File: config.mk
export PLATFORM = sky130hd
export DESIGN_NAME = gwie_top
export DESIGN_NICKNAME = d
export VERILOG_FILES = /design/src/shared/gwie_pkg.sv /design/src/core/gwie_top.sv /design/src/core/gwie_pin_sync.sv
export SDC_FILE = /design/constraint.sdc
export NUM_CORES = 1
export LEC_CHECK = 0
export BUFFER_PORTS_ARGS = -buffer_cell sky130_fd_sc_hd__buf_2
export CELL_PAD_IN_SITES_DETAIL_PLACEMENT = 0
export CELL_PAD_IN_SITES_GLOBAL_PLACEMENT = 2
export CORE_ASPECT_RATIO = 0.75
export CORE_MARGIN = 2
export CORE_UTILIZATION = 32
export CTS_CLUSTER_DIAMETER = 40
export DETAILED_ROUTE_END_ITERATION = 6
export GPL_ROUTABILITY_DRIVEN = 0
export PLACE_DENSITY = 0.81
export SYNTH_ARGS = -nofsm -noshare
export SYNTH_HDL_FRONTEND = slang
export SYNTH_SLANG_ARGS = --single-unit
File: constraint.sdc
create_clock -name CLK_SYS -period 5.4 [get_ports CLK_SYS]
set_clock_uncertainty 0.2 [all_clocks]
set_input_delay 0.54 -clock CLK_SYS [delete_from_list [all_inputs] [get_ports CLK_SYS]]
set_output_delay 0.54 -clock CLK_SYS [all_outputs]
set_load 0.005 [all_outputs]
File: src/shared/gwie_pkg.sv
// package: register map, field layout, reset values and carriers
package gwie_pkg;

  localparam int          NUM_PINS        = 11;
  localparam int          NUM_EVENTS      = 9;
  // register byte offsets
  localparam logic [7:0]  OFF_WAKE        = 8'h64;
  localparam logic [7:0]  OFF_EPCTL       = 8'h68;
  localparam logic [7:0]  OFF_IRQ_STATUS  = 8'h80;
  localparam logic [7:0]  OFF_IRQ_CLEAR   = 8'h84;
  localparam logic [7:0]  OFF_IRQ_ENABLE  = 8'h88;
  // field positions
  localparam int          POS_LINKUP      = 31;
  localparam int          POS_POL_LO      = 16;
  localparam int          POS_WAKE_LO     = 0;
  localparam int          POS_ALWAYS_ON   = 31;
  localparam int          POS_EVT_LO      = 11;
  localparam int          POS_PINEN_LO    = 0;
  localparam int          LINK_PIN        = 7;
  // reset values
  localparam logic [10:0] RST_POL         = 11'h000;
  localparam logic [10:0] RST_WAKE        = 11'h000;
  localparam logic [8:0]  RST_EVT_EN      = 9'h000;
  localparam logic [10:0] RST_PIN_EN      = 11'h000;
  // interrupt status bits
  localparam int          IRQ_PACKET      = 0;
  localparam int          IRQ_WAKE        = 1;
  localparam int          IRQ_LINKUP      = 2;
  localparam int          IRQ_BITS        = 3;

  // wishbone request carrier
  typedef struct packed {
    logic        cyc;
    logic        stb;
    logic        we;
    logic [7:0]  adr;
    logic [3:0]  sel;
    logic [31:0] dat;
  } gwie_wb_req_t;

  // control fields held by the two documented registers
  typedef struct packed {
    logic        link_up_wake_enable;
    logic [10:0] pin_trigger_polarity;
    logic [10:0] pin_wake_enable;
    logic        interrupt_packet_always_on;
    logic [8:0]  event_enable;
    logic [10:0] pin_interrupt_enable;
  } gwie_ctl_t;

endpackage

File: src/core/gwie_top.sv
// wake enable and interrupt endpoint event control with wishbone slave
//
// How it works
// RL1 - bit 31 lets pin seven flag link-up in suspend
// RL2 - polarity 0 triggers low, 1 triggers high
// RL3 - pin n polarity sits at bit 16+n
// RL4 - polarity bits reset to zero, read/write
// RL5 - wake-enable bit n gates pin n wake
// RL6 - pins in alternate function never wake
// RL7 - wake field defaults from eeprom, else zero
// RL8 - usb or lite reset restores eeprom image
// RL9 - reset protection can keep wake field
// RL10 - always-on bit sends packet every interval
// RL11 - enables for mac timeout, rx fifo, stops
// RL12 - enables for phy, tx errors, rx drop
// RL13 - per-pin interrupt enable in bits 10:0
// RL14 - disabled events never request a packet
// RL15 - enabled events latch until next interval
// RL16 - reserved bits read zero, writes ignored
//
// Added by the designer: register access over Wishbone.
`timescale 1ns/1ps
module gwie_top (
  input  wire logic         CLK_SYS,
  input  wire logic         SYS_RST,
  input  wire logic         CE,
  // classic wishbone slave
  input  wire logic         WB_CYC_I,
  input  wire logic         WB_STB_I,
  input  wire logic         WB_WE_I,
  input  wire logic [7:0]   WB_ADR_I,
  input  wire logic [3:0]   WB_SEL_I,
  input  wire logic [31:0]  WB_DAT_I,
  output logic      [31:0]  WB_DAT_O,
  output logic              WB_ACK_O,
  // pins and their function selection
  input  wire logic [10:0]  PIN_IN,
  input  wire logic [10:0]  PIN_IS_GPIO,
  // suspend state indications from the power logic
  input  wire logic         SUSPEND_STATE_ZERO,
  input  wire logic         SUSPEND_STATE_THREE,
  // device-level event pulses, bit 8 mac timeout .. bit 0 rx dropped
  input  wire logic [8:0]   EVENT_PULSE,
  // eeprom image of the wake field
  input  wire logic         EEPROM_LOADED,
  input  wire logic         EEPROM_PRESENT,
  input  wire logic [15:0]  EEPROM_WAKE_IMAGE,
  // soft resets and protection
  input  wire logic         USB_RESET,
  input  wire logic         LITE_RESET,
  input  wire logic         PROTECT_USB_RESET,
  input  wire logic         PROTECT_LITE_RESET,
  // interrupt endpoint interval tick and packet request
  input  wire logic         EP_INTERVAL_TICK,
  output logic              EP_PACKET_SEND,
  output logic      [19:0]  EP_PACKET_STATUS,
  // wake outputs
  output logic              WAKE_REQUEST,
  output logic              LINK_UP_WAKE,
  output logic              IRQ
);

  gwie_pkg::gwie_wb_req_t req;
  gwie_pkg::gwie_ctl_t    ctl_q;
  logic [10:0]            eeprom_img_q;
  logic [10:0]            pin_active;
  logic [10:0]            pin_evt_q;
  logic [10:0]            pin_evt_prev_q;
  logic [19:0]            pending_q;
  logic [19:0]            raw_evt;
  logic [19:0]            en_mask;
  logic [2:0]             irq_stat_q;
  logic [2:0]             irq_en_q;
  logic [2:0]             irq_set;
  logic [31:0]            rd_data;
  logic [31:0]            wmask;
  logic                   access;
  logic                   wr_wake;
  logic                   wr_ctl;
  logic                   wr_clr;
  logic                   wr_ien;
  logic                   soft_rst;
  logic                   wake_d;
  logic                   link_d;

  ////////////////////////////////////////////////////////////////////////////
  // bus decode

  assign req = '{cyc: WB_CYC_I, stb: WB_STB_I, we: WB_WE_I,
                 adr: WB_ADR_I, sel: WB_SEL_I, dat: WB_DAT_I};

  // one access per request; ack drops the cycle after it is given
  assign access  = req.cyc & req.stb & ~WB_ACK_O;
  assign wr_wake = access & req.we & (req.adr == gwie_pkg::OFF_WAKE);
  assign wr_ctl  = access & req.we & (req.adr == gwie_pkg::OFF_EPCTL);
  assign wr_clr  = access & req.we & (req.adr == gwie_pkg::OFF_IRQ_CLEAR);
  assign wr_ien  = access & req.we & (req.adr == gwie_pkg::OFF_IRQ_ENABLE);

  // byte-lane write mask from sel
  genvar b;
  generate
    for (b = 0; b < 4; b++)
    begin : g_sel
      assign wmask[8*b +: 8] = {8{req.sel[b]}};
    end
  endgenerate

  ////////////////////////////////////////////////////////////////////////////
  // pins

  gwie_pin_sync #(
    .WIDTH     (gwie_pkg::NUM_PINS)
  ) u_pin_sync (
    .clk       (CLK_SYS),
    .rst       (SYS_RST),
    .ce        (CE),
    .pin_async (PIN_IN),
    .polarity  (ctl_q.pin_trigger_polarity),
    .active    (pin_active)
  );

  // a pin not in gpio function is masked before anything sees it
  always_ff @(posedge CLK_SYS or posedge SYS_RST)
  begin
    if (SYS_RST)
    begin
      pin_evt_q      <= '0;
      pin_evt_prev_q <= '0;
    end
    else if (CE)
    begin
      pin_evt_q      <= pin_active & PIN_IS_GPIO; // RL6
      pin_evt_prev_q <= pin_evt_q;
    end
  end

  ////////////////////////////////////////////////////////////////////////////
  // eeprom image capture

  // capture the image after load; absent eeprom loads zero
  always_ff @(posedge CLK_SYS or posedge SYS_RST)
  begin
    if (SYS_RST)
      eeprom_img_q <= gwie_pkg::RST_WAKE;
    else if (CE && EEPROM_LOADED)
      eeprom_img_q <= EEPROM_PRESENT ? EEPROM_WAKE_IMAGE[10:0] // RL7
                                     : gwie_pkg::RST_WAKE;
  end

  // a protected reset kind is simply not counted
  assign soft_rst = (USB_RESET & ~PROTECT_USB_RESET)     // RL9
                  | (LITE_RESET & ~PROTECT_LITE_RESET);

  ////////////////////////////////////////////////////////////////////////////
  // wake and endpoint control registers

  // one process for both: ctl_q is a single packed word, so a second
  // process writing other fields of it would make a second driver
  always_ff @(posedge CLK_SYS or posedge SYS_RST)
  begin
    if (SYS_RST)
    begin
      ctl_q.link_up_wake_enable        <= 1'b0;
      ctl_q.pin_trigger_polarity       <= gwie_pkg::RST_POL; // RL4
      ctl_q.pin_wake_enable            <= gwie_pkg::RST_WAKE;
      ctl_q.interrupt_packet_always_on <= 1'b0; // RL10
      ctl_q.event_enable               <= gwie_pkg::RST_EVT_EN;
      ctl_q.pin_interrupt_enable       <= gwie_pkg::RST_PIN_EN;
    end
    else if (CE)
    begin
      if (EEPROM_LOADED)
        ctl_q.pin_wake_enable <= EEPROM_PRESENT ? EEPROM_WAKE_IMAGE[10:0]
                                                : gwie_pkg::RST_WAKE; // RL7
      else if (soft_rst)
        ctl_q.pin_wake_enable <= eeprom_img_q; // RL8
      else if (wr_wake)
        ctl_q.pin_wake_enable <=
          (ctl_q.pin_wake_enable & ~wmask[10:0])
          | (req.dat[10:0] & wmask[10:0]);
      if (wr_wake && req.sel[3])
        ctl_q.link_up_wake_enable <= req.dat[gwie_pkg::POS_LINKUP]; // RL1
      if (wr_wake)
        ctl_q.pin_trigger_polarity <=
          (ctl_q.pin_trigger_polarity & ~wmask[26:16])
          | (req.dat[26:16] & wmask[26:16]); // RL3
      // endpoint control fields
      if (wr_ctl && req.sel[3])
        ctl_q.interrupt_packet_always_on <= req.dat[gwie_pkg::POS_ALWAYS_ON];
      if (wr_ctl)
      begin
        ctl_q.event_enable <= (ctl_q.event_enable & ~wmask[19:11])
                            | (req.dat[19:11] & wmask[19:11]); // RL11 RL12
        ctl_q.pin_interrupt_enable <=
          (ctl_q.pin_interrupt_enable & ~wmask[10:0])
          | (req.dat[10:0] & wmask[10:0]); // RL13
      end
    end
  end

  ////////////////////////////////////////////////////////////////////////////
  // endpoint event latch and packet

  // pin events count on the rising edge of the active level
  assign raw_evt = {EVENT_PULSE, pin_evt_q & ~pin_evt_prev_q};
  assign en_mask = {ctl_q.event_enable, ctl_q.pin_interrupt_enable};

  // enabled events wait for the next poll; a new event wins over the
  // clear done at the interval tick so nothing is lost
  always_ff @(posedge CLK_SYS or posedge SYS_RST)
  begin
    if (SYS_RST)
      pending_q <= '0;
    else if (CE)
      pending_q <= (EP_INTERVAL_TICK ? 20'h00000 : pending_q)
                 | (raw_evt & en_mask); // RL14 RL15
  end

  // packet at a tick when always-on or something is pending
  always_ff @(posedge CLK_SYS or posedge SYS_RST)
  begin
    if (SYS_RST)
    begin
      EP_PACKET_SEND   <= 1'b0;
      EP_PACKET_STATUS <= '0;
    end
    else if (CE)
    begin
      EP_PACKET_SEND   <= EP_INTERVAL_TICK
                        & (ctl_q.interrupt_packet_always_on // RL10
                           | (|pending_q));
      if (EP_INTERVAL_TICK)
        EP_PACKET_STATUS <= pending_q;
    end
  end

  ////////////////////////////////////////////////////////////////////////////
  // wake outputs

  assign wake_d = |(pin_evt_q & ctl_q.pin_wake_enable); // RL5
  assign link_d = ctl_q.link_up_wake_enable
                & pin_evt_q[gwie_pkg::LINK_PIN]
                & (SUSPEND_STATE_ZERO | SUSPEND_STATE_THREE); // RL1

  always_ff @(posedge CLK_SYS or posedge SYS_RST)
  begin
    if (SYS_RST)
    begin
      WAKE_REQUEST <= 1'b0;
      LINK_UP_WAKE <= 1'b0;
    end
    else if (CE)
    begin
      WAKE_REQUEST <= wake_d;
      LINK_UP_WAKE <= link_d;
    end
  end

  ////////////////////////////////////////////////////////////////////////////
  // local interrupt status, clear and enable

  assign irq_set = {link_d & ~LINK_UP_WAKE, wake_d & ~WAKE_REQUEST,
                    EP_INTERVAL_TICK & (|pending_q)};

  // set beats a clear arriving in the same cycle
  always_ff @(posedge CLK_SYS or posedge SYS_RST)
  begin
    if (SYS_RST)
    begin
      irq_stat_q <= '0;
      irq_en_q   <= '0;
      IRQ        <= 1'b0;
    end
    else if (CE)
    begin
      irq_stat_q <= (irq_stat_q & ~(wr_clr ? req.dat[2:0] & wmask[2:0]
                                           : 3'h0)) | irq_set;
      if (wr_ien)
        irq_en_q <= (irq_en_q & ~wmask[2:0]) | (req.dat[2:0] & wmask[2:0]);
      IRQ        <= |(irq_stat_q & irq_en_q);
    end
  end

  ////////////////////////////////////////////////////////////////////////////
  // read mux and acknowledge

  // reserved bits and unmapped addresses read zero
  always_comb
  begin
    rd_data = 32'h00000000;
    case (req.adr)
      gwie_pkg::OFF_WAKE:
      begin
        rd_data[31]    = ctl_q.link_up_wake_enable;
        rd_data[26:16] = ctl_q.pin_trigger_polarity;
        rd_data[10:0]  = ctl_q.pin_wake_enable; // RL16
      end
      gwie_pkg::OFF_EPCTL:
      begin
        rd_data[31]    = ctl_q.interrupt_packet_always_on;
        rd_data[19:11] = ctl_q.event_enable;
        rd_data[10:0]  = ctl_q.pin_interrupt_enable; // RL16
      end
      gwie_pkg::OFF_IRQ_STATUS: rd_data[2:0] = irq_stat_q;
      gwie_pkg::OFF_IRQ_ENABLE: rd_data[2:0] = irq_en_q;
      default:                  rd_data = 32'h00000000;
    endcase
  end

  // every address is acked one cycle after the request
  always_ff @(posedge CLK_SYS or posedge SYS_RST)
  begin
    if (SYS_RST)
    begin
      WB_ACK_O <= 1'b0;
      WB_DAT_O <= '0;
    end
    else if (CE)
    begin
      WB_ACK_O <= access;
      if (access && !req.we)
        WB_DAT_O <= rd_data;
    end
  end

endmodule // gwie_top

File: src/core/gwie_pin_sync.sv
// two-stage synchroniser and polarity match for the pin inputs
`timescale 1ns/1ps
module gwie_pin_sync #(
  parameter int WIDTH = 11
) (
  input  wire logic             clk,
  input  wire logic             rst,
  input  wire logic             ce,
  input  wire logic [WIDTH-1:0] pin_async,
  input  wire logic [WIDTH-1:0] polarity,
  output logic      [WIDTH-1:0] active
);

  logic [WIDTH-1:0] meta_q;
  logic [WIDTH-1:0] sync_q;

  // first stage read only by the second stage
  always_ff @(posedge clk or posedge rst)
  begin
    if (rst)
    begin
      meta_q <= '0;
      sync_q <= '0;
    end
    else if (ce)
    begin
      meta_q <= pin_async;
      sync_q <= meta_q;
    end
  end

  // polarity 0 means low level active, 1 means high level active
  genvar i;
  generate
    for (i = 0; i < WIDTH; i++)
    begin : g_pol
      assign active[i] = ~(sync_q[i] ^ polarity[i]); // RL2
    end
  endgenerate

endmodule // gwie_pin_sync

==> results of run 1 <==
cell usage after synthesis, types with 2 or more instances:
cell type / number / share of area, %
nand2_1: 61 / 3.0
nand4b_1: 9 / 1.0
inv_1: 32 / 1.6
a221o_1: 8 / 1.0
nand2_4: 2 / 0.30
a32oi_1: 2 / 0.23
a22o_1: 17 / 2.0
a221oi_1: 2 / 0.23
or4b_1: 2 / 0.26
buf_4: 4 / 0.39
and4b_1: 2 / 0.26
nor2_1: 4 / 0.20
nor4b_1: 2 / 0.23
buf_2: 4 / 0.26
nand2_2: 2 / 0.16
o22ai_1: 2 / 0.16
nor3_1: 3 / 0.20
a222oi_1: 15 / 2.0
mux2_2: 75 / 11
nor2b_1: 2 / 0.16
nand4_1: 6 / 0.49
buf_1: 7 / 0.34
dfrtp_1: 178 / 58
o31ai_1: 6 / 0.59
a32o_1: 9 / 1.2
buf_6: 2 / 0.30
o21ai_0: 30 / 2.0
and3_1: 2 / 0.16
xnor2_1: 11 / 1.3
a31oi_1: 3 / 0.25
a22oi_1: 3 / 0.30
nand2b_1: 4 / 0.33
and2b_2: 2 / 0.23
mux2_4: 16 / 3.1
nor4_1: 9 / 0.74
clkbuf_1: 19 / 0.93
a21oi_1: 14 / 0.92
nand3_1: 23 / 1.5
nor4_4: 3 / 0.84
power by group:
| group | switching [mW] | leakage (nW) | total [mW] | internal (mW) |
|---|---|---|---|---|
| clock | 0.536 | 0.292 | 1.30 | 0.767 |
| sequential | 0.0569 | 2.38 | 1.46 | 1.40 |
| combinational | 0.129 | 1.98 | 0.238 | 0.109 |
worst max-delay path, stage by stage:
cell and delay (ns):
buf_2 0.12, nor4bb_1 0.93, a22oi_1 0.17, nor4_1 0.56, a22o_1 0.23
logic make-up after synthesis:
logic type      after synthesis  share of synthesized area (%)
mux                          92                           14.4
compound gates              115                           11.2
flops                       178                           58.4
buf+inv                      68                           3.80
xor+xnor                     12                           1.38
simple gates                144                           10.9
other cells                   1                         0.0491
through the flow:
step	utilization, %	total power [mW]	hold WS [ns]
detailed placement	37.3	1.73	0.240
finish	40.0	3.00	0.141
floorplan	-	1.62	0.225
global route	39.9	3.13	0.119
global placement	37.3	1.72	0.237
CTS	39.9	3.04	0.119
area by class of cell:
cell class / count / share of cell area [%]
flip-flops and latches: 178 / 48.0
multi-input cells: 367 / 31.3
repair buffers: 155 / 8.67
clock buffers: 20 / 5.02
well taps: 300 / 4.04
clock inverters: 11 / 1.63
inverters: 32 / 1.33
diodes: 2 / 0.0539
layer usage:
| metal | part of all wire, % | wire (um) | global-route usage (%) | up-vias |
|---|---|---|---|---|
| li1 | - | - | - | 2522 |
| met1 | 51 | 10400 | 24.7 | 2671 |
| met2 | 42 | 8670 | 23.6 | 159 |
| met3 | 6.0 | 1230 | 4.94 | 14 |
| met4 | 0.89 | 183 | 5.02 | 0 |
| met5 | 0 | 0 | 0 | - |
cells in the final DEF (no fill, tap or decap), drive strengths merged, types with 3 or more instances in the layout:
cell type and n:
a222oi 15, nor4 12, o21ai 31, a32o 9
a22o 17, a221o 8, nand2 65, clkinvlp 5
nor3 3, buf 155, clkbuf 20, a21oi 14
nand4b 10, o31ai 6, nand4 6, conb 4
mux2 92, dfrtp 178, bufinv 3, inv 34
nor2 4, a31oi 3, nand2b 4, nand3 23
a22oi 3, xnor2 11
worst max path at each step:
| stage | startpoint | end | slack, ns | depth (start not counted) |
|---|---|---|---|---|
| 2_1_floorplan | SYS_RST | EP_PACKET_SEND | 2.38 | 1 |
| 3_3_place_gp | WB_ADR_I[2] | flop | 2.57 | 5 |
| 3_5_place_dp | WB_ADR_I[3] | flop | 2.56 | 5 |
| 4_1_cts | WB_ACK_O | flop | 3.01 | 4 |
| 5_1_grt | WB_ADR_I[6] | WB_DAT_O[2] | 2.93 | 5 |
| 6_report | WB_ADR_I[6] | WB_DAT_O[1] | 3.01 | 5 |
==> flow_summary.json, run 1 <==
{
  "die_x_um": 182,
  "rrSetupSlack_ns": 3.06,
  "ys_ff_latch": 178,
  "outcome": "completed",
  "dp_hpwl_um": 14400,
  "p_leak_nw": 4.65,
  "wire_per_inst_um": 19.2,
  "hold_violations": 0,
  "worstReg2RegStart": "WB_ACK_O",
  "insertion_delay_ns": 0.43,
  "worst_pin_slew_ns": 1.09,
  "hp-start": "PIN_IN[0]",
  "post-place-cells": 1032,
  "rr_worst_depth": 4,
  "start_kind": "input port",
  "worst_hold_path_type": "input port to flop",
  "fmax_mhz": 419,
  "multiInputGateArea_um2": 2910,
  "cp_data_arrival_time_ns": 2.55,
  "first_pass_iters": 5,
  "dpl_cell_area_um2": 8670,
  "port_buffers": 149,
  "floorplan.rows": 48,
  "ctsRootBufferMaster": "clkbuf_16",
  "io_pins": 163,
  "yosysSeqAreaShare_pct": 58.4,
  "fin_area_um2": 9290,
  "stdcell_count": 1065,
  "ir_worst_vdd_v": 0.000182,
  "rsz0062_at_grt": "no",
  "hold_end": "u_pin_sync.meta_q[0]",
  "setup_slack_ns": 3.01,
  "ys.warnings.count": 0,
  "drtIter0Drc": 382,
  "drive_gt1_share_pct": 38.0,
  "fin_crit_sh_pct": 44.2,
  "worstSetupEndpointType": "flop",
  "grt_max_degree": 179,
  "worstSetupPathType": "input port to flop",
  "numCtsBuffers": 17,
  "drc": 0,
  "via_per_inst": 5.04,
  "layout.nets": 857,
  "syn_area_per_cell_um2": 12.5,
  "grt_pass1_wl_um": 31300,
  "async_reset_ff_share_pct": 100,
  "ctsHtreeMaxLevel": 4,
  "final_max_slew_viol_count": 0,
  "final.setup.tns_ns": 0,
  "max-cap-violations": 0,
  "core_area_um2": 23200,
  "min_period_ns": 2.39,
  "cts_sinks": 178,
  "slew-limit-headroom_pct": 26.2,
  "hold_path_depth": 2,
  "die_h_um": 138,
  "clkTransAtPathRegs_ns": 0.07,
  "cts_tree": "built",
  "die-area_um2": 25100,
  "drtAntennaViolNets": 0,
  "globalRouteOverflowTotal": 0,
  "cts_setup_buffers": 0,
  "pre_cts_ws_ns": 2.56,
  "area_growth_syn_to_layout_pct": 21.7,
  "postRouteWirelength_um": 20500,
  "vias": 5366,
  "start_util_pct": 32.8,
  "synth_edf_count": 0,
  "ys_types": 52,
  "grt_pass1_vias": 5265,
  "synth_ff_type": "dfrtp_1",
  "synthCells": 610,
  "setup_viol_count_final": 0,
  "ctsLongestPathBuffers": 2,
  "grt_usage_pct": 16.8,
  "critPathMaxFanout": 7,
  "ff_latch_area_um2": 4450,
  "antenna_found_initial": 1,
  "crit_required_ns": 5.56,
  "num-fill-cells": 2226,
  "power.density_nw_per_um2": 323,
  "cts_hold_buf": 0,
  "cts_resized": 0,
  "synth.cell_area_um2": 7630
}
Power figures use the tool's default switching activity.
==> inputs of run 2 (changes only) <==
Clock period 5.4 ns to 2 ns, I/O delays scaled along.
==> run 2 against run 1 <==
Effect of this change:
- die area unchanged
- sequential power rose to 2.7 times the previous value
- clock-buffer cell count down 3
- global-route usage up 0.61 points
- via count up 9.9%
- core utilization up 5.1 points
- non-clock buffer count up 119
- final cell count up 11%
- wire length up 4.2%
- register-to-register slack worse by 3.0 ns
- combinational power rose to 3.5 times the previous value
==> flow_summary.json, run 2 (same netlist as run 1, synthesis figures left out) <==
{
  "outcome": "completed",
  "drive_gt1_share_pct": 37.9,
  "ctsHtreeMaxLevel": 4,
  "dr_wl_met2_um": 9160,
  "rsz0062_at_grt": "yes",
  "die_h_um": 138,
  "clkTransAtPathRegs_ns": 0.08,
  "layout.nets": 976,
  "crit_required_ns": 2.10,
  "post-place-cells": 1067,
  "port_buffers": 149,
  "worst_hold_path_type": "input port to flop",
  "hold_path_depth": 3,
  "insertion_delay_ns": 0.43,
  "met1_length_um": 10700,
  "fin_crit_sh_pct": 98.1,
  "wire_per_inst_um": 18.0,
  "grt_pass1_vias": 5828,
  "area_growth_syn_to_layout_pct": 37.2,
  "die-area_um2": 25100,
  "power.density_nw_per_um2": 787,
  "start_kind": "flop",
  "critPathMaxFanout": 21,
  "setup_viol_count_final": 0,
  "final_max_slew_viol_count": 0,
  "start_util_pct": 32.8,
  "rr_worst_depth": 6,
  "antenna_found_initial": 0,
  "stdcell_count": 1183,
  "ir_worst_vdd_v": 0.000612,
  "hp-start": "WB_SEL_I[2]",
  "ctsLongestPathBuffers": 2,
  "worstSetupEndpointType": "flop",
  "core_area_um2": 23200,
  "fmax_mhz": 510,
  "final.setup.tns_ns": 0,
  "worstReg2RegStart": "WB_ACK_O",
  "drc": 0,
  "worstSetupPathType": "flop to flop",
  "wl_met3_um": 1170,
  "postRouteWirelength_um": 21300,
  "min_period_ns": 1.96,
  "grt_pass1_wl_um": 33100,
  "numCtsBuffers": 17,
  "hold_violations": 0,
  "final_cell_mix": "178 x dfrtp_1, 148 x buf_2, 83 x dlygate4sd3_1, 75 x mux2_2, 59 x nand2_1",
  "drtIter0Drc": 490,
  "drtAntennaViolNets": 0,
  "worst_pin_slew_ns": 1.11,
  "layout_commonest_cell": "dfrtp_1",
  "via_per_inst": 4.99,
  "cts_sinks": 178,
  "io_pins": 163,
  "grt_usage_pct": 17.4,
  "cts_tree": "built",
  "first_pass_iters": 6,
  "dp_hpwl_um": 15400,
  "grt_max_degree": 61,
  "ctsRootBufferMaster": "clkbuf_16",
  "antenna_cells": 0,
  "globalRouteOverflowTotal": 0,
  "slew-limit-headroom_pct": 25.7,
  "floorplan.rows": 48,
  "p_leak_nw": 5.17,
  "cp_data_arrival_time_ns": 2.07,
  "rrSetupSlack_ns": 0.04,
  "max-cap-violations": 0,
  "top_layer_used": "met4",
  "die_x_um": 182,
  "r2r-end": "WB_DAT_O[8]",
  "vias": 5899
}
==> run 2: area by class of cell <==
class | count | area (um2)
multi-input combinational | 367 | 2960
inverter | 32 | 124
clock inverter | 15 | 184
fill | 2186 | 12800
tap | 300 | 375
timing repair buffer | 274 | 1950
clock buffer | 17 | 425
sequential | 178 | 4450
==> run 2: worst max-delay path by stage <==
stage	cells after the start	slack [ns]	end	from
detailed placement	5	-0.32	flop	WB_ADR_I[3]
global route	6	-0.02	irq_stat_q[1]	WB_ACK_O
global placement	5	-0.28	flop	WB_ADR_I[3]
CTS	6	-0.003	WB_DAT_O[8]	WB_ACK_O
finish	6	0.04	WB_DAT_O[8]	WB_ACK_O
floorplan	1	-0.68	EP_PACKET_SEND	SYS_RST
==> run 2: through the flow <==
step | total power, mW | utilization (%) | hold WS [ns] | setup WS [ns] | cell area [um2]
final | 8.24 | 45.1 | 0.00756 | 0.0384 | 10500
after global routing | 8.58 | 45.1 | 0.00313 | -0.0222 | 10500
after CTS | 8.31 | 44.8 | 0.000857 | -0.00255 | 10400
after detailed placement | 4.71 | 38.5 | 0.0668 | -0.316 | 8960
after floorplan | 4.37 | - | 0.145 | -0.681 | 7660
after global placement | 4.70 | 38.5 | 0.0714 | -0.281 | 8960
==> run 2: what timing repair did <==
action / 4_1_cts / 5_1_grt
hold buffers: 83 / 0
pin swaps: 1 / 2
buffers inserted: 0 / 1
hold endpoints to repair: 146 / 0
endpoints found under the setup margin: 20 / 37
resized for setup: 3 / 11
cloned: 0 / 0
==> run 2: layer usage <==
layer / GRT usage, % / vias up
met3: 3.41 / 23
met1: 26.0 / 2919
met5: 0 / -
met4: 4.70 / 0
met2: 25.6 / 189
li1: - / 2768
==> run 2: power by group <==
group          total [mW]  internal (mW)  switching, mW
logic               0.832          0.441          0.391
registers            3.93           3.78          0.150
clock network        3.47           1.90           1.57
==> run 2: critical path: stages (launching register included) <==
cell and delay [ns]:
dfrtp_1 0.38, buf_4 0.14, and4b_2 0.35, nand2_2 0.11
buf_12 0.18, a222oi_1 0.39, inv_1 0.08
==> inputs of run 3 (changes only) <==
Settings changed: ABC_AREA set to 1, CORE_UTILIZATION 32 to 29, PLACE_DENSITY 0.81 to 0.82.
==> run 3 against run 2 <==
Effect of this change:
- clock power decreased by 5%
- highest routed layer unchanged
- die area rose by 12%
- largest cell class unchanged
- sequential cell count is the same
- register-to-register slack better by 0.16 ns
- core utilization down 4.9 points
- final cell count grew 29%
- hold slack improved by 0.035 ns
- sequential power decreased by 1%
==> flow_summary.json, run 3 <==
{
  "outcome": "completed",
  "rsz0062_at_grt": "no",
  "cp_cell_sequence": "inv_1 > nand3_1 > nor2_4 > inv_2 > nor2_8 > nand2_2 > nand2_1 > o21ai_2",
  "crit_family": "simple AND/OR/NAND/NOR gates",
  "worst-path-buf-inv": 2,
  "critPathMaxFanout": 13,
  "start_kind": "flop",
  "die-area_um2": 28200,
  "crit_required_ns": 2.13,
  "ys_types": 32,
  "start_util_pct": 29.8,
  "dpl_cell_area_um2": 9030,
  "area_growth_syn_to_layout_pct": 34.7,
  "synth_ff_type": "dfrtp_1",
  "crit_path_max_incr_delay_ns": 0.38,
  "clkTransAtPathRegs_ns": 0.07,
  "cts_sinks": 178,
  "rrSetupSlack_ns": 0.20,
  "floorplan.rows": 51,
  "final_cell_mix": "329 x nand2_1, 178 x dfrtp_1, 149 x buf_2, 101 x o21ai_0, 97 x nand3_1",
  "synth_fa_ha_area_share_pct": 0,
  "synth_xor_area_share_pct": 0,
  "grt_pass1_vias": 6511,
  "hold_violations": 0,
  "power.density_nw_per_um2": 764,
  "min_period_ns": 1.80,
  "cp_data_arrival_time_ns": 1.93,
  "synth.cell_area_um2": 7790,
  "yosys-top-cells-count": "329 x nand2_1, 178 x dfrtp_1, 101 x o21ai_0",
  "yosysSeqAreaShare_pct": 57.2,
  "grt_usage_pct": 17.2,
  "async_reset_ff_share_pct": 100,
  "die_h_um": 146,
  "slew-limit-headroom_pct": 58.6,
  "setup_viol_count_final": 0,
  "ctsRootBufferMaster": "clkbuf_16",
  "switching_share_pct": 26.5,
  "internal_power_mw": 5.89,
  "antenna_found_initial": 0,
  "ys_top_cells_by_area": "dfrtp_1 57%, nand2_1 16%, o21ai_0 6.5%",
  "drive_gt1_share_pct": 19.7,
  "wire_per_inst_um": 15.6,
  "max-cap-violations": 0,
  "whs_ns": 0.0429,
  "synth_top_family_by_area": "simple AND/OR/NAND/NOR gates",
  "drc": 0,
  "worst_pin_slew_ns": 0.620,
  "worst_hold_path_type": "input port to flop",
  "layout.nets": 1272,
  "crit_slowest_cell": "dfrtp_1",
  "numCtsBuffers": 17,
  "rr_worst_depth": 8,
  "ir_worst_vdd_v": 0.000568,
  "ctsHtreeMaxLevel": 4,
  "synth.most_common_cell": "nand2_1",
  "p_clk_share_pct": 41.0,
  "globalRouteOverflowTotal": 0,
  "drtAntennaViolNets": 0,
  "yosysTopAreaCell": "dfrtp_1",
  "hp-start": "WB_WE_I",
  "insertion_delay_ns": 0.44,
  "first_pass_iters": 5,
  "syn_area_per_cell_um2": 8.48,
  "port_buffers": 149,
  "io_pins": 163,
  "fin_area_um2": 10500,
  "dp_hpwl_um": 17500,
  "synth_edf_count": 0,
  "synthCells": 919,
  "power_mw": 8.02,
  "final_max_slew_viol_count": 0,
  "core_area_um2": 26200,
  "ys_ff_latch": 178,
  "grt_pass1_wl_um": 37600,
  "hold_path_depth": 6,
  "worstReg2RegStart": "WB_ACK_O",
  "cts_tree": "built",
  "p_comb_share_pct": 10.5,
  "worstSetupPathType": "flop to flop",
  "postRouteWirelength_um": 23800,
  "synth_compound_area_share_pct": 9.70,
  "p_leak_nw": 5.35,
  "synthSimpleGateAreaFrac_pct": 26.3,
  "antenna_cells": 0,
  "final_util_pct": 40.1,
  "worstSetupEndpointType": "flop",
  "synthMuxAreaShare_pct": 0,
  "p_switching_mw": 2.13,
  "via_per_inst": 4.50,
  "fmax_mhz": 554,
  "vias": 6854,
  "die_x_um": 193,
  "ys.warnings.count": 0,
  "fin_crit_sh_pct": 90.2,
  "layout_commonest_cell": "nand2_1",
  "synth_top_area_share_pct": 57.2,
  "grt_max_degree": 74,
  "drtIter0Drc": 508,
  "share_seq_of_total_power_pct": 48.5,
  "hold_end": "WB_DAT_O[19]",
  "ctsLongestPathBuffers": 2
}
==> run 3: cell types whose count changed after synthesis, sizes merged, moves of 9 or more <==
| cell | delta |
|---|---|
| o21ai | +75 |
| nor2 | +30 |
| o32ai | +10 |
| nand3 | +76 |
| a32o | -9 |
| nand2 | +270 |
| nor4 | -11 |
| a22o | -17 |
| mux2 | -92 |
| a222oi | -15 |
| xnor2 | -11 |
| nand4b | -10 |
| inv | +49 |
==> run 3: per-layer routing <==
metal  vias up  global-route usage (%)  wire length, um
met2       153                    24.9            10100
met1      3223                    26.0            12400
met5         -                       0                0
met4         0                    4.62              297
li1       3457                       -                -
met3        21                    3.34             1000
==> run 3: layout make-up <==
type,count,area (um2)
Sequential cell,178,4450
Clock buffer,18,439
Timing Repair Buffer,265,1900
Inverter,82,312
Tap cell,344,430
Clock inverter,13,128
Fill cell,2722,15700
Multi-Input combinational cell,622,2830
==> run 3: what timing repair did <==
item,in CTS,in global routing
setup endpoints to repair,0,19
hold buffers,88,0
resized for setup,0,2
hold endpoints to repair,108,0
setup buffers,0,0
==> run 3: through the flow <==
| step | std cells | setup TNS, ns | worst slack, ns |
|---|---|---|---|
| after CTS | 1522 | 0 | 0.0376 |
| after floorplan | 922 | -121.15 | -0.681 |
| after global placement | 1403 | 0 | 0.0734 |
| after global routing | 1522 | 0 | 0.0461 |
| after detailed placement | 1403 | 0 | 0.0485 |
| final | 1522 | 0 | 0.196 |
==> run 3: worst max path at each step <==
stage | start | endpoint | cells after the start
floorplan | SYS_RST | EP_PACKET_SEND | 1
detailed placement | WB_ACK_O | flop | 7
CTS | WB_ACK_O | flop | 7
finish | WB_ACK_O | flop | 8
global route | WB_ACK_O | flop | 8
global placement | WB_ACK_O | flop | 7
==> run 3: power groups by stage <==
| stage | registers [mW] | clock network, mW | logic [mW] |
|---|---|---|---|
| 2_1_floorplan | 3.91 | 0 | 0.408 |
| 3_3_place_gp | 3.95 | 0 | 0.715 |
| 3_5_place_dp | 3.95 | 0 | 0.719 |
| 4_1_cts | 3.89 | 3.33 | 0.853 |
| 5_1_grt | 3.90 | 3.51 | 0.954 |
| 6_report | 3.89 | 3.29 | 0.841 |
==> run 3: tightest hold or removal path, cell delays in order <==
cell and delay (ns):
buf_2 0.11, nor2_4 0.06, inv_2 0.08, nor2_4 0.06
nand2_1 0.05, nand3_1 0.06
==> run 3: cells by family after synthesis <==
group | count (synthesis)
and+or+nand+nor | 480
DFF | 178
AOI/OAI and AO/OA | 138
buffers and inverters | 122
other | 1
